**config.mk**
```make
export PLATFORM = sky130hd
export DESIGN_NAME = cdt_top
export DESIGN_NICKNAME = d
export VERILOG_FILES = /design/src/cdt_match.v /design/src/cdt_top.v
export VERILOG_INCLUDE_DIRS = /design/src /design/src/src
export SDC_FILE = /design/constraint.sdc
export NUM_CORES = 2
export LEC_CHECK = 0
export BUFFER_PORTS_ARGS = -buffer_cell sky130_fd_sc_hd__buf_2
export CAP_MARGIN = 20
export CORE_UTILIZATION = 57
export DETAILED_ROUTE_END_ITERATION = 10
export PLACE_DENSITY = 0.76
export SLEW_MARGIN = 5
export SYNTH_ARGS = -nofsm -noshare
export SYNTH_HDL_FRONTEND = slang
export SYNTH_HIERARCHICAL = 1
export SYNTH_SLANG_ARGS = --single-unit
```
**constraint.sdc**
```tcl
create_clock -name clk -period 6.1 [get_ports clk]
set_input_delay 0.305 -clock clk [delete_from_list [all_inputs] [get_ports clk]]
set_output_delay 0.305 -clock clk [all_outputs]
set_load 0.01 [all_outputs]
```
**src/cdt_defines.vh**
```
`ifndef CDT_DEFINES_VH
`define CDT_DEFINES_VH

// Register indices; byte offset is four times the index
`define CDT_IDX_ADDR    4'd0
`define CDT_IDX_AMASK   4'd1
`define CDT_IDX_DATA    4'd2
`define CDT_IDX_DMASK   4'd3
`define CDT_IDX_PC0     4'd4
`define CDT_IDX_PCMASK  4'd8
`define CDT_IDX_CTRL    4'd9
`define CDT_IDX_STAT    4'd10
`define CDT_IDX_IMASK   4'd11
`define CDT_IDX_LAST    4'd11
`define CDT_NUM_BKPT    9

// Byte offsets on the register bus
`define CDT_OFF_ADDR    12'h000
`define CDT_OFF_PCMASK  12'h020
`define CDT_OFF_CTRL    12'h024
`define CDT_OFF_STAT    12'h028
`define CDT_OFF_IMASK   12'h02c

// Control register fields
`define CDT_CTRL_EN       0
`define CDT_CTRL_TWO_LVL  1
`define CDT_CTRL_L1_LSB   2
`define CDT_CTRL_L2_LSB   5
`define CDT_CTRL_RESP_IRQ 8
`define CDT_CTRL_EMU      9
`define CDT_CTRL_CRIT_LSB 10
`define CDT_CTRL_WIDTH    13

// Status / mask fields
`define CDT_ST_L1_HIT   0
`define CDT_ST_FIRED    1
`define CDT_ST_SER_DONE 2
`define CDT_ST_WIDTH    3

// Reset values
`define CDT_RST_BKPT    32'h0000_0000
`define CDT_RST_CTRL    13'h0000
`define CDT_RST_STAT    3'h0
`define CDT_RST_IMASK   3'h0

// Serial frame: 8-bit command then 32-bit data, MSB first
`define CDT_SER_FRAME   6'd40
`define CDT_SER_WR_BIT  39

// Trace status code for the halted state
`define CDT_PST_HALTED  4'hf

`endif

```
**src/cdt_match.v**
```verilog
// Masked equality: bits set in the mask take no part in the compare
module cdt_match #(
  parameter W = 32
) (
  input  wire [W-1:0] value,
  input  wire [W-1:0] ref_value,
  input  wire [W-1:0] mask,
  output wire         hit
);

  assign hit = ~|((value ^ ref_value) & ~mask);

endmodule

```
**src/cdt_top.v**
```verilog
`include "cdt_defines.vh"

module cdt_top #(
  parameter TRACE_EN = 1
) (
  input  wire        clk,
  input  wire        srst,
  input  wire        ce,
  input  wire [11:0] paddr,
  input  wire        psel,
  input  wire        penable,
  input  wire        pwrite,
  input  wire [31:0] pwdata,
  input  wire [3:0]  pstrb,
  input  wire [2:0]  pprot,
  output reg  [31:0] prdata,
  output reg         pready,
  output reg         pslverr,
  input  wire        debug_serial_in,
  input  wire        debug_serial_clock,
  output reg         debug_serial_out,
  input  wire        cpu_addr_valid,
  input  wire [31:0] cpu_addr,
  input  wire        cpu_data_valid,
  input  wire [31:0] cpu_data,
  input  wire        cpu_pc_valid,
  input  wire [31:0] cpu_pc,
  input  wire [3:0]  cpu_status,
  input  wire [3:0]  cpu_ddata,
  input  wire        cpu_halted,
  input  wire        cpu_debug_isr,
  input  wire [2:0]  cpu_irq_level,
  output reg         cpu_halt_req,
  output reg         debug_irq,
  output reg  [2:0]  irq_level_fwd,
  output reg  [3:0]  processor_status_bus,
  output reg  [3:0]  trace_data_bus,
  output reg         trace_clock_out,
  output reg         halt_indicator,
  output reg         irq
);

  localparam ST_IDLE  = 2'd0;
  localparam ST_LVL1  = 2'd1;
  localparam ST_LVL2  = 2'd2;
  localparam ST_FIRED = 2'd3;

  reg [31:0]                bkpt_q [0:`CDT_NUM_BKPT-1];
  reg [`CDT_CTRL_WIDTH-1:0] ctrl_q;
  reg [`CDT_ST_WIDTH-1:0]   stat_q;
  reg [`CDT_ST_WIDTH-1:0]   imask_q;
  reg [1:0]                 state_q;
  reg [1:0]                 state_d;

  // Serial channel synchronisers and shifters
  reg        sclk_s1_q;
  reg        sclk_s2_q;
  reg        sclk_s3_q;
  reg        sin_s1_q;
  reg        sin_s2_q;
  reg [39:0] sin_shift_q;
  reg [31:0] sout_shift_q;
  reg [5:0]  sbit_cnt_q;

  wire sclk_rise = sclk_s2_q & ~sclk_s3_q;
  wire sclk_fall = ~sclk_s2_q & sclk_s3_q;
  wire [39:0] sin_next = {sin_shift_q[38:0], sin_s2_q};
  wire ser_exec = ce & sclk_rise & (sbit_cnt_q == `CDT_SER_FRAME - 6'd1);
  wire ser_wr = ser_exec & sin_next[`CDT_SER_WR_BIT];
  wire [3:0] ser_idx = sin_next[35:32];

  // Register bus decode
  wire [3:0] ap_idx = paddr[5:2];
  wire ap_mapped = (paddr[11:6] == 6'h00) && (paddr[1:0] == 2'b00) &&
                   (paddr <= `CDT_OFF_IMASK);
  wire ap_priv_ok = pprot[0] | (paddr > `CDT_OFF_PCMASK);
  wire ap_done = ce & psel & penable & pready;
  wire ap_wr = ap_done & pwrite & ap_mapped & ap_priv_ok;
  wire [31:0] ap_bmask = {{8{pstrb[3]}}, {8{pstrb[2]}}, {8{pstrb[1]}}, {8{pstrb[0]}}};

  function [31:0] rd_mux;
    input [3:0] idx;
    begin
      rd_mux = 32'h0000_0000;
      if (idx < `CDT_IDX_CTRL) begin
        rd_mux = bkpt_q[idx];
      end else if (idx == `CDT_IDX_CTRL) begin
        rd_mux = {{(32-`CDT_CTRL_WIDTH){1'b0}}, ctrl_q};
      end else if (idx == `CDT_IDX_STAT) begin
        rd_mux = {{(32-`CDT_ST_WIDTH){1'b0}}, stat_q};
      end else if (idx == `CDT_IDX_IMASK) begin
        rd_mux = {{(32-`CDT_ST_WIDTH){1'b0}}, imask_q};
      end
    end
  endfunction

  // Comparators
  wire       addr_hit_raw;
  wire       data_hit_raw;
  wire [3:0] pc_hit_raw;

  cdt_match #(.W(32)) u_addr_match (
    .value     (cpu_addr),
    .ref_value (bkpt_q[`CDT_IDX_ADDR]),
    .mask      (bkpt_q[`CDT_IDX_AMASK]),
    .hit       (addr_hit_raw)
  );

  cdt_match #(.W(32)) u_data_match (
    .value     (cpu_data),
    .ref_value (bkpt_q[`CDT_IDX_DATA]),
    .mask      (bkpt_q[`CDT_IDX_DMASK]),
    .hit       (data_hit_raw)
  );

  genvar gi;
  generate
    for (gi = 0; gi < 4; gi = gi + 1) begin : g_pc
      cdt_match #(.W(32)) u_pc_match (
        .value     (cpu_pc),
        .ref_value (bkpt_q[`CDT_IDX_PC0 + gi]),
        .mask      (bkpt_q[`CDT_IDX_PCMASK]),
        .hit       (pc_hit_raw[gi])
      );
    end
  endgenerate

  wire [2:0] hits = {cpu_pc_valid & |pc_hit_raw,
                     cpu_data_valid & data_hit_raw,
                     cpu_addr_valid & addr_hit_raw};
  wire [2:0] l1_en = ctrl_q[`CDT_CTRL_L1_LSB +: 3];
  wire [2:0] l2_en = ctrl_q[`CDT_CTRL_L2_LSB +: 3];
  // Every enabled condition must hit together; an empty selection never fires
  wire l1_cond = (|l1_en) & ((hits & l1_en) == l1_en);
  wire l2_cond = (|l2_en) & ((hits & l2_en) == l2_en);
  wire ctrl_wr = (ser_wr & (ser_idx == `CDT_IDX_CTRL)) |
                 (ap_wr & (ap_idx == `CDT_IDX_CTRL));

  reg fire;
  reg l1_set;
  always @* begin
    state_d = state_q;
    fire = 1'b0;
    l1_set = 1'b0;
    case (state_q)
      ST_IDLE: begin
        if (ctrl_q[`CDT_CTRL_EN]) begin
          state_d = ST_LVL1;
        end
      end
      ST_LVL1: begin
        if (!ctrl_q[`CDT_CTRL_EN]) begin
          state_d = ST_IDLE;
        end else if (l1_cond) begin
          l1_set = 1'b1;
          if (ctrl_q[`CDT_CTRL_TWO_LVL]) begin
            state_d = ST_LVL2;
          end else begin
            fire = 1'b1;
            state_d = ST_FIRED;
          end
        end
      end
      ST_LVL2: begin
        if (!ctrl_q[`CDT_CTRL_EN]) begin
          state_d = ST_IDLE;
        end else if (l2_cond) begin
          fire = 1'b1;
          state_d = ST_FIRED;
        end
      end
      default: begin
        state_d = ST_FIRED;
      end
    endcase
    // Rewriting control re-arms the trigger from scratch
    if (ctrl_wr) begin
      state_d = ST_IDLE;
      fire = 1'b0;
      l1_set = 1'b0;
    end
  end

  wire [`CDT_ST_WIDTH-1:0] st_set = {ser_exec, fire, l1_set};
  wire [`CDT_ST_WIDTH-1:0] st_clr =
      ((ser_wr & (ser_idx == `CDT_IDX_STAT)) ? sin_next[`CDT_ST_WIDTH-1:0] : 3'h0) |
      ((ap_wr & (ap_idx == `CDT_IDX_STAT)) ? (pwdata[2:0] & ap_bmask[2:0]) : 3'h0);
  wire [`CDT_ST_WIDTH-1:0] stat_d = (stat_q & ~st_clr) | st_set;

  wire [3:0] pst_d = cpu_halted ? `CDT_PST_HALTED : cpu_status;
  wire [2:0] crit_lvl = ctrl_q[`CDT_CTRL_CRIT_LSB +: 3];

  integer i;
  always @(posedge clk) begin
    if (srst) begin
      for (i = 0; i < `CDT_NUM_BKPT; i = i + 1) begin
        bkpt_q[i] <= `CDT_RST_BKPT;
      end
      ctrl_q <= `CDT_RST_CTRL;
      stat_q <= `CDT_RST_STAT;
      imask_q <= `CDT_RST_IMASK;
      state_q <= ST_IDLE;
      prdata <= 32'h0000_0000;
      pready <= 1'b0;
      pslverr <= 1'b0;
      sclk_s1_q <= 1'b0;
      sclk_s2_q <= 1'b0;
      sclk_s3_q <= 1'b0;
      sin_s1_q <= 1'b0;
      sin_s2_q <= 1'b0;
      sin_shift_q <= 40'h00_0000_0000;
      sout_shift_q <= 32'h0000_0000;
      sbit_cnt_q <= 6'd0;
      debug_serial_out <= 1'b0;
      cpu_halt_req <= 1'b0;
      debug_irq <= 1'b0;
      irq_level_fwd <= 3'h0;
      processor_status_bus <= 4'h0;
      trace_data_bus <= 4'h0;
      trace_clock_out <= 1'b0;
      halt_indicator <= 1'b0;
      irq <= 1'b0;
    end else if (ce) begin
      // Serial debug channel, sampled on the core clock
      sclk_s1_q <= debug_serial_clock;
      sclk_s2_q <= sclk_s1_q;
      sclk_s3_q <= sclk_s2_q;
      sin_s1_q <= debug_serial_in;
      sin_s2_q <= sin_s1_q;
      if (sclk_rise) begin
        sin_shift_q <= sin_next;
        sbit_cnt_q <= ser_exec ? 6'd0 : sbit_cnt_q + 6'd1;
      end
      if (ser_exec && !ser_wr) begin
        sout_shift_q <= (ser_idx <= `CDT_IDX_LAST) ? rd_mux(ser_idx) : 32'h0000_0000;
      end else if (sclk_fall) begin
        debug_serial_out <= sout_shift_q[31];
        sout_shift_q <= {sout_shift_q[30:0], 1'b0};
      end

      // Register bus: one wait state so read data leaves a flop
      pready <= psel & penable & ~pready;
      if (psel && penable && !pready) begin
        pslverr <= ~ap_mapped | ~ap_priv_ok;
        prdata <= (ap_mapped && ap_priv_ok && !pwrite) ? rd_mux(ap_idx) : 32'h0000_0000;
      end

      // Serial writes win a same-cycle collision on a breakpoint, control or irq mask register; status clears from both buses apply
      for (i = 0; i < `CDT_NUM_BKPT; i = i + 1) begin
        if (ser_wr && ser_idx == i[3:0]) begin
          bkpt_q[i] <= sin_next[31:0];
        end else if (ap_wr && ap_idx == i[3:0]) begin
          bkpt_q[i] <= (bkpt_q[i] & ~ap_bmask) | (pwdata & ap_bmask);
        end
      end
      if (ser_wr && ser_idx == `CDT_IDX_CTRL) begin
        ctrl_q <= sin_next[`CDT_CTRL_WIDTH-1:0];
      end else if (ap_wr && ap_idx == `CDT_IDX_CTRL) begin
        ctrl_q <= (ctrl_q & ~ap_bmask[`CDT_CTRL_WIDTH-1:0]) |
                  (pwdata[`CDT_CTRL_WIDTH-1:0] & ap_bmask[`CDT_CTRL_WIDTH-1:0]);
      end
      if (ser_wr && ser_idx == `CDT_IDX_IMASK) begin
        imask_q <= sin_next[`CDT_ST_WIDTH-1:0];
      end else if (ap_wr && ap_idx == `CDT_IDX_IMASK) begin
        imask_q <= (imask_q & ~ap_bmask[2:0]) | (pwdata[2:0] & ap_bmask[2:0]);
      end
      stat_q <= stat_d;
      irq <= |(stat_d & imask_q);

      // Trigger response
      state_q <= state_d;
      debug_irq <= fire & ctrl_q[`CDT_CTRL_RESP_IRQ];
      cpu_halt_req <= (state_d == ST_FIRED) & ~ctrl_q[`CDT_CTRL_RESP_IRQ];

      // Critical interrupts pass even while the debug handler runs
      if (!cpu_debug_isr) begin
        irq_level_fwd <= cpu_irq_level;
      end else if (ctrl_q[`CDT_CTRL_EMU] && cpu_irq_level >= crit_lvl &&
                   crit_lvl != 3'h0) begin
        irq_level_fwd <= cpu_irq_level;
      end else begin
        irq_level_fwd <= 3'h0;
      end

      // Trace: each edge of the trace clock marks a new core-cycle sample
      halt_indicator <= &pst_d;
      if (TRACE_EN != 0) begin
        processor_status_bus <= pst_d;
        trace_data_bus <= cpu_ddata;
        trace_clock_out <= ~trace_clock_out;
      end else begin
        processor_status_bus <= 4'h0;
        trace_data_bus <= 4'h0;
        trace_clock_out <= 1'b0;
      end
    end
  end

endmodule

```
Word level (Yosys, flattened, before mapping)

Memories as Yosys holds them, arrays and structs flattened. A register that Yosys moved wholly into a read port is not among the register bits.
Cells that the tools add are included.

Memories: 1
Register bits after elaboration: 154
Output and inout bits: 51
Memory bits (writable): 288

Reductions and logical operators: 66
Add/sub/neg operators: 1
$lt $le $gt $ge: 6
Equality and inequality tests: 28
Bitwise logic cells: 103
Muxes and demuxes: 144

Memories:

| name   | words | bits a word | rd ports | clocked after Yosys merged registers in | wr ports | line         | RTL |
|---|---|---|---|---|---|---|---|
| bkpt_q | 9     | 32          | 11       | 1                                       | 9        | cdt_top.v:48 | `` reg [31:0] bkpt_q [0:`CDT_NUM_BKPT-1]; `` |

Operators with widths:

| cell                                                            | number |
|---|---|
| two-way mux 32 bit                                              | 24 |
| bitwise AND 32 bit                                              | 16 |
| OR 32 bit                                                       | 9 |
| OR reduction 32 bit                                             | 6 |
| bitwise XOR 32 bit                                              | 6 |
| NOT 32 bit                                                      | 4 |
| two-way mux 1 bit                                               | 94 |
| two-way mux 13 bit                                              | 4 |
| == test 4 x 3 -> 1 bit (second input constant)                  | 8 |
| == test 4 bit (second input constant)                           | 8 |
| logical AND 1 bit                                               | 31 |
| two-way mux 3 bit                                               | 10 |
| bitwise AND 13 bit                                              | 2 |
| bitwise AND 1 bit                                               | 24 |
| OR 1 bit                                                        | 21 |
| bitwise AND 3 bit                                               | 6 |
| == test 4 x 2 -> 1 bit (second input constant)                  | 4 |
| NOT 13 bit                                                      | 1 |
| OR 13 bit                                                       | 1 |
| greater-than comparator 12 x 6 -> 1 bit (second input constant) | 1 |
| <= comparator 12 x 6 -> 1 bit (second input constant)           | 1 |
| two-way mux 2 bit                                               | 6 |
| two-way mux 4 bit                                               | 3 |
| AND reduction 2 bit                                             | 5 |
| other kinds (25)                                                | 53 |

Logic depth before layout (Yosys ltp)

An unclocked memory read counts as a cell.

Depth in word-level cells: 17
Depth in mapped cells: 11
Mapped depth without buffers: 10

Cells and area by module

Netlist, hierarchy kept.

By module, submodules not included:

| module    | cells an instance | area an instance (um2) | instances |
|---|---|---|---|
| cdt_top   | 2640              | 26072.5                | 1 |
| cdt_match | 53                | 414.1                  | 6 |

Worst setup path before layout

Ideal clock, no wire load.

Kind: input -> register
From: input ce
To: memory bkpt_q[1][0] (enable)
Setup slack: 1918 ps
Path buffers: 2
Data arrival time: 3716 ps
Required time: 5634 ps
Setup time: 466 ps
Stages on the path: 6
Cells stage by stage: buf_4 -> and3_1 -> nand3_1 -> or4b_1 -> buf_2 -> o21ai_0

RTL lines:

| element            | line         | RTL |
|---|---|---|
| start: declaration | cdt_top.v:8  | `input wire ce,` |
| end: declaration   | cdt_top.v:48 |  |

==> impl_metrics.env <==
export IMPL_cts_resized_gates=0
export IMPL_port_buffers=219
export IMPL_cts_tree="done"
export IMPL_avgRoutedWirePerCell_um=29.1
export IMPL_holdCritPathClass="primary input to flip-flop"
export IMPL_final_net_count=3174
export IMPL_max_clock_freq_ghz=0.230
export IMPL_fp_coreArea_sq_mm=0.0492
export IMPL_p_total_mw=7.43
export IMPL_layout_cells_most_common_list="sky130_fd_sc_hd__nor2_1, sky130_fd_sc_hd__a21oi_1, sky130_fd_sc_hd__edfxtp_1"
export IMPL_rsz0062_at_grt="no"
export IMPL_starting_utilization_of_the_core_area_pct=58.1
export IMPL_timing_critical_path_required_ns=6.63
export IMPL_gpl_final_weighted_congestion=0.969
export IMPL_pins_over_slew_limit=0
export IMPL_cell_count_after_synthesis=2958
export IMPL_drt_total_wl_mm=108
export IMPL_detailroute_via_count=26556
export IMPL_synth_nets=3137
export IMPL_cts_path_max_buffers=3
export IMPL_htree_num_levels=2
export IMPL_synth_seq_cells=446
export IMPL_timing_worst_setup_path_type="flip-flop to flip-flop"
export IMPL_setup_viol=0
export IMPL_ys_types=70
export IMPL_dpl_hpwl_mm=68.6
export IMPL_die_height_um=226
export IMPL_crit_path_end_kind="flip-flop"
export IMPL_critical_path_launch_point_type="flip-flop"
export IMPL_timing_worst_slew_pin_value_ns=1.30
export IMPL_finalHoldWorstSlack_ns=0.0850
export IMPL_cts_inserted_buffers=50
export IMPL_synth_async_sr_flop_share_pct=0
export IMPL_timing_final_hold_violations=0
export IMPL_worst_ep_arrival_time_ns=4.88
export IMPL_clock_insertion_delay_worst_skew_ns=0.62
export IMPL_synth_enable_flop_cells=288
export IMPL_final_core_utilization_pct=64.4
export IMPL_num_io_pins=222
export IMPL_mapped_avg_cell_area_sq_um=9.65
export IMPL_run_status="finished clean"
export IMPL_leakagePower_nw=9.89
export IMPL_rows=81
export IMPL_finClkSkew_ns=0.0251
export IMPL_number_of_antenna_violations_at_the_first_check_in_global_routing=10
export IMPL_postRouteAntennaNets=0
export IMPL_floorplan_die_area_sq_mm=0.0510
export IMPL_worst_ir_drop_vdd_mv=0.210
export IMPL_post_cts_buffers=0
export IMPL_cts_clk_slew_worst_paths_ns=0.06
export IMPL_final_period_utilization_pct=71.2
export IMPL_synthesis_area_sq_mm=0.0286
export IMPL_dp_cells=3591
export IMPL_clock_sinks=446
export IMPL_synth_top_flop_cell="sky130_fd_sc_hd__edfxtp_1"
export IMPL_setup_tns_final_ns=0
export IMPL_grt_pass1_wl_mm=157
export IMPL_powerDensity_mw_per_mm2=235
export IMPL_clk_tree_root_cell="sky130_fd_sc_hd__clkbuf_16"
export IMPL_drt_iter0_markers=4627
export IMPL_detail_route_drc_violations=0
export IMPL_grt_pass1_vias=24968
export IMPL_ys_warn_count=6
export IMPL_route_detailed_vias_per_inst=7.17
export IMPL_final_cell_count_no_fill=3705
export IMPL_die_width_um=226
export IMPL_synth_seq_area_share_pct=41.4
export IMPL_grt_start_max_net_pins=99
export IMPL_max_cap_violations=0
export IMPL_drive_gt1_share_pct=18.9
export IMPL_most_common_cell_after_layout_fill_and_taps_aside="sky130_fd_sc_hd__nor2_1"
export IMPL_number_of_detailed_routing_iterations_run_before_antenna_repair=6
export IMPL_grt_overflow_total=0
export IMPL_worstPathMaxFanout=5
export IMPL_grt_usage_pct=41.9
export IMPL_area_growth_synth_to_final_pct=10.9
export IMPL_finalCriticalPeriod_ns=4.34
export IMPL_slew_headroom_pct=12.7
==> cells in the mapped netlist, drive strengths merged, types with 40 or more instances <==
master  number  area (sq um)
a211oi     282          2420
a21boi      40           300
a21oi      318          1590
a22oi       41           308
buf        130           634
clkbuf     168           632
dfxtp      158          3160
edfxtp     288          8650
mux2i       75           751
mux4       128          2880
nand2      260           976
nor2       418          1570
o21ai       78           390
o22ai      134           838
xnor2      193          1690
==> layer usage <==
metal  track usage [%]  vias to the layer above  share of wire [%]
li1                  -                    11175                  -
met1              54.4                    12624                 35
met2              61.1                     2291                 43
met3              12.2                      456                 15
met4              26.9                       10                6.8
met5                 0                        -              0.064
==> power breakdown <==
group | total (mW) | switching, mW | internal [mW]
sequential | 3.37 | 0.0927 | 3.28
clock | 3.23 | 1.32 | 1.91
combinational | 0.828 | 0.518 | 0.311
total | 7.43 | 1.93 | 5.50
==> timing repair <==
item / 4_1_cts / 5_1_grt
setup endpoints to repair: 0 / 0
endpoints found under the hold margin: 13 / 0
hold buffers: 13 / 0
==> final timing paths <==
check                               start                             to  slack (ns)  depth (start not counted)
min                         cpu_debug_isr  irq_level_fwd[0]$_SDFFE_PP0P_        0.08                          3
min reg2reg  sin_shift_q[36]$_SDFFE_PP0P_   sin_shift_q[37]$_SDFFE_PP0P_        0.46                          2
max           bkpt_q[2][26]$_SDFFCE_PP0P_               irq$_SDFFE_PP0P_        1.76                         10
max reg2reg   bkpt_q[2][26]$_SDFFCE_PP0P_               irq$_SDFFE_PP0P_        1.76                         10
==> through the flow <==
| stage | setup slack (ns) | area (sq um) |
|---|---|---|
| after global routing | 1.73 | 31700 |
| after detailed placement | 1.64 | 29800 |
| after CTS | 2.01 | 31600 |
| final | 1.76 | 31700 |
| after global placement | 1.63 | 29700 |
| after floorplan | 1.92 | 28600 |
==> critical path: stages, from the launching register on <==
cell and delay, ns:
sky130_fd_sc_hd__edfxtp_1 0.43, sky130_fd_sc_hd__xnor2_1 0.27, sky130_fd_sc_hd__o22ai_1 0.35, sky130_fd_sc_hd__nor4_1 0.90, sky130_fd_sc_hd__and4_1 0.49, sky130_fd_sc_hd__nand3_1 0.11
sky130_fd_sc_hd__a221oi_1 0.64, sky130_fd_sc_hd__a22oi_1 0.16, sky130_fd_sc_hd__nor4_1 0.51, sky130_fd_sc_hd__o21ai_0 0.19, sky130_fd_sc_hd__a41oi_1 0.22
==> area by class of cell <==
| type | instances | area, sq um |
|---|---|---|
| clock inverter | 25 | 307 |
| clock buffer | 68 | 1410 |
| fill | 3924 | 17500 |
| sequential | 446 | 11800 |
| timing repair buffer | 283 | 1700 |
| inverter | 11 | 41.3 |
| antenna | 5 | 12.5 |
| tap | 664 | 831 |
| multi-input combinational | 2203 | 15500 |
==> kinds of logic after synthesis <==
| logic type | count (synthesis) | synth area share (%) |
|---|---|---|
| flops | 446 | 41.4 |
| compound gates | 958 | 22.3 |
| fa+ha+maj | 8 | 0.351 |
| buf+inv | 309 | 4.58 |
| simple gates | 832 | 12.4 |
| mux | 209 | 13.0 |
| xor+xnor | 196 | 6.01 |
Note: power is estimated with default switching activity, not from simulation.
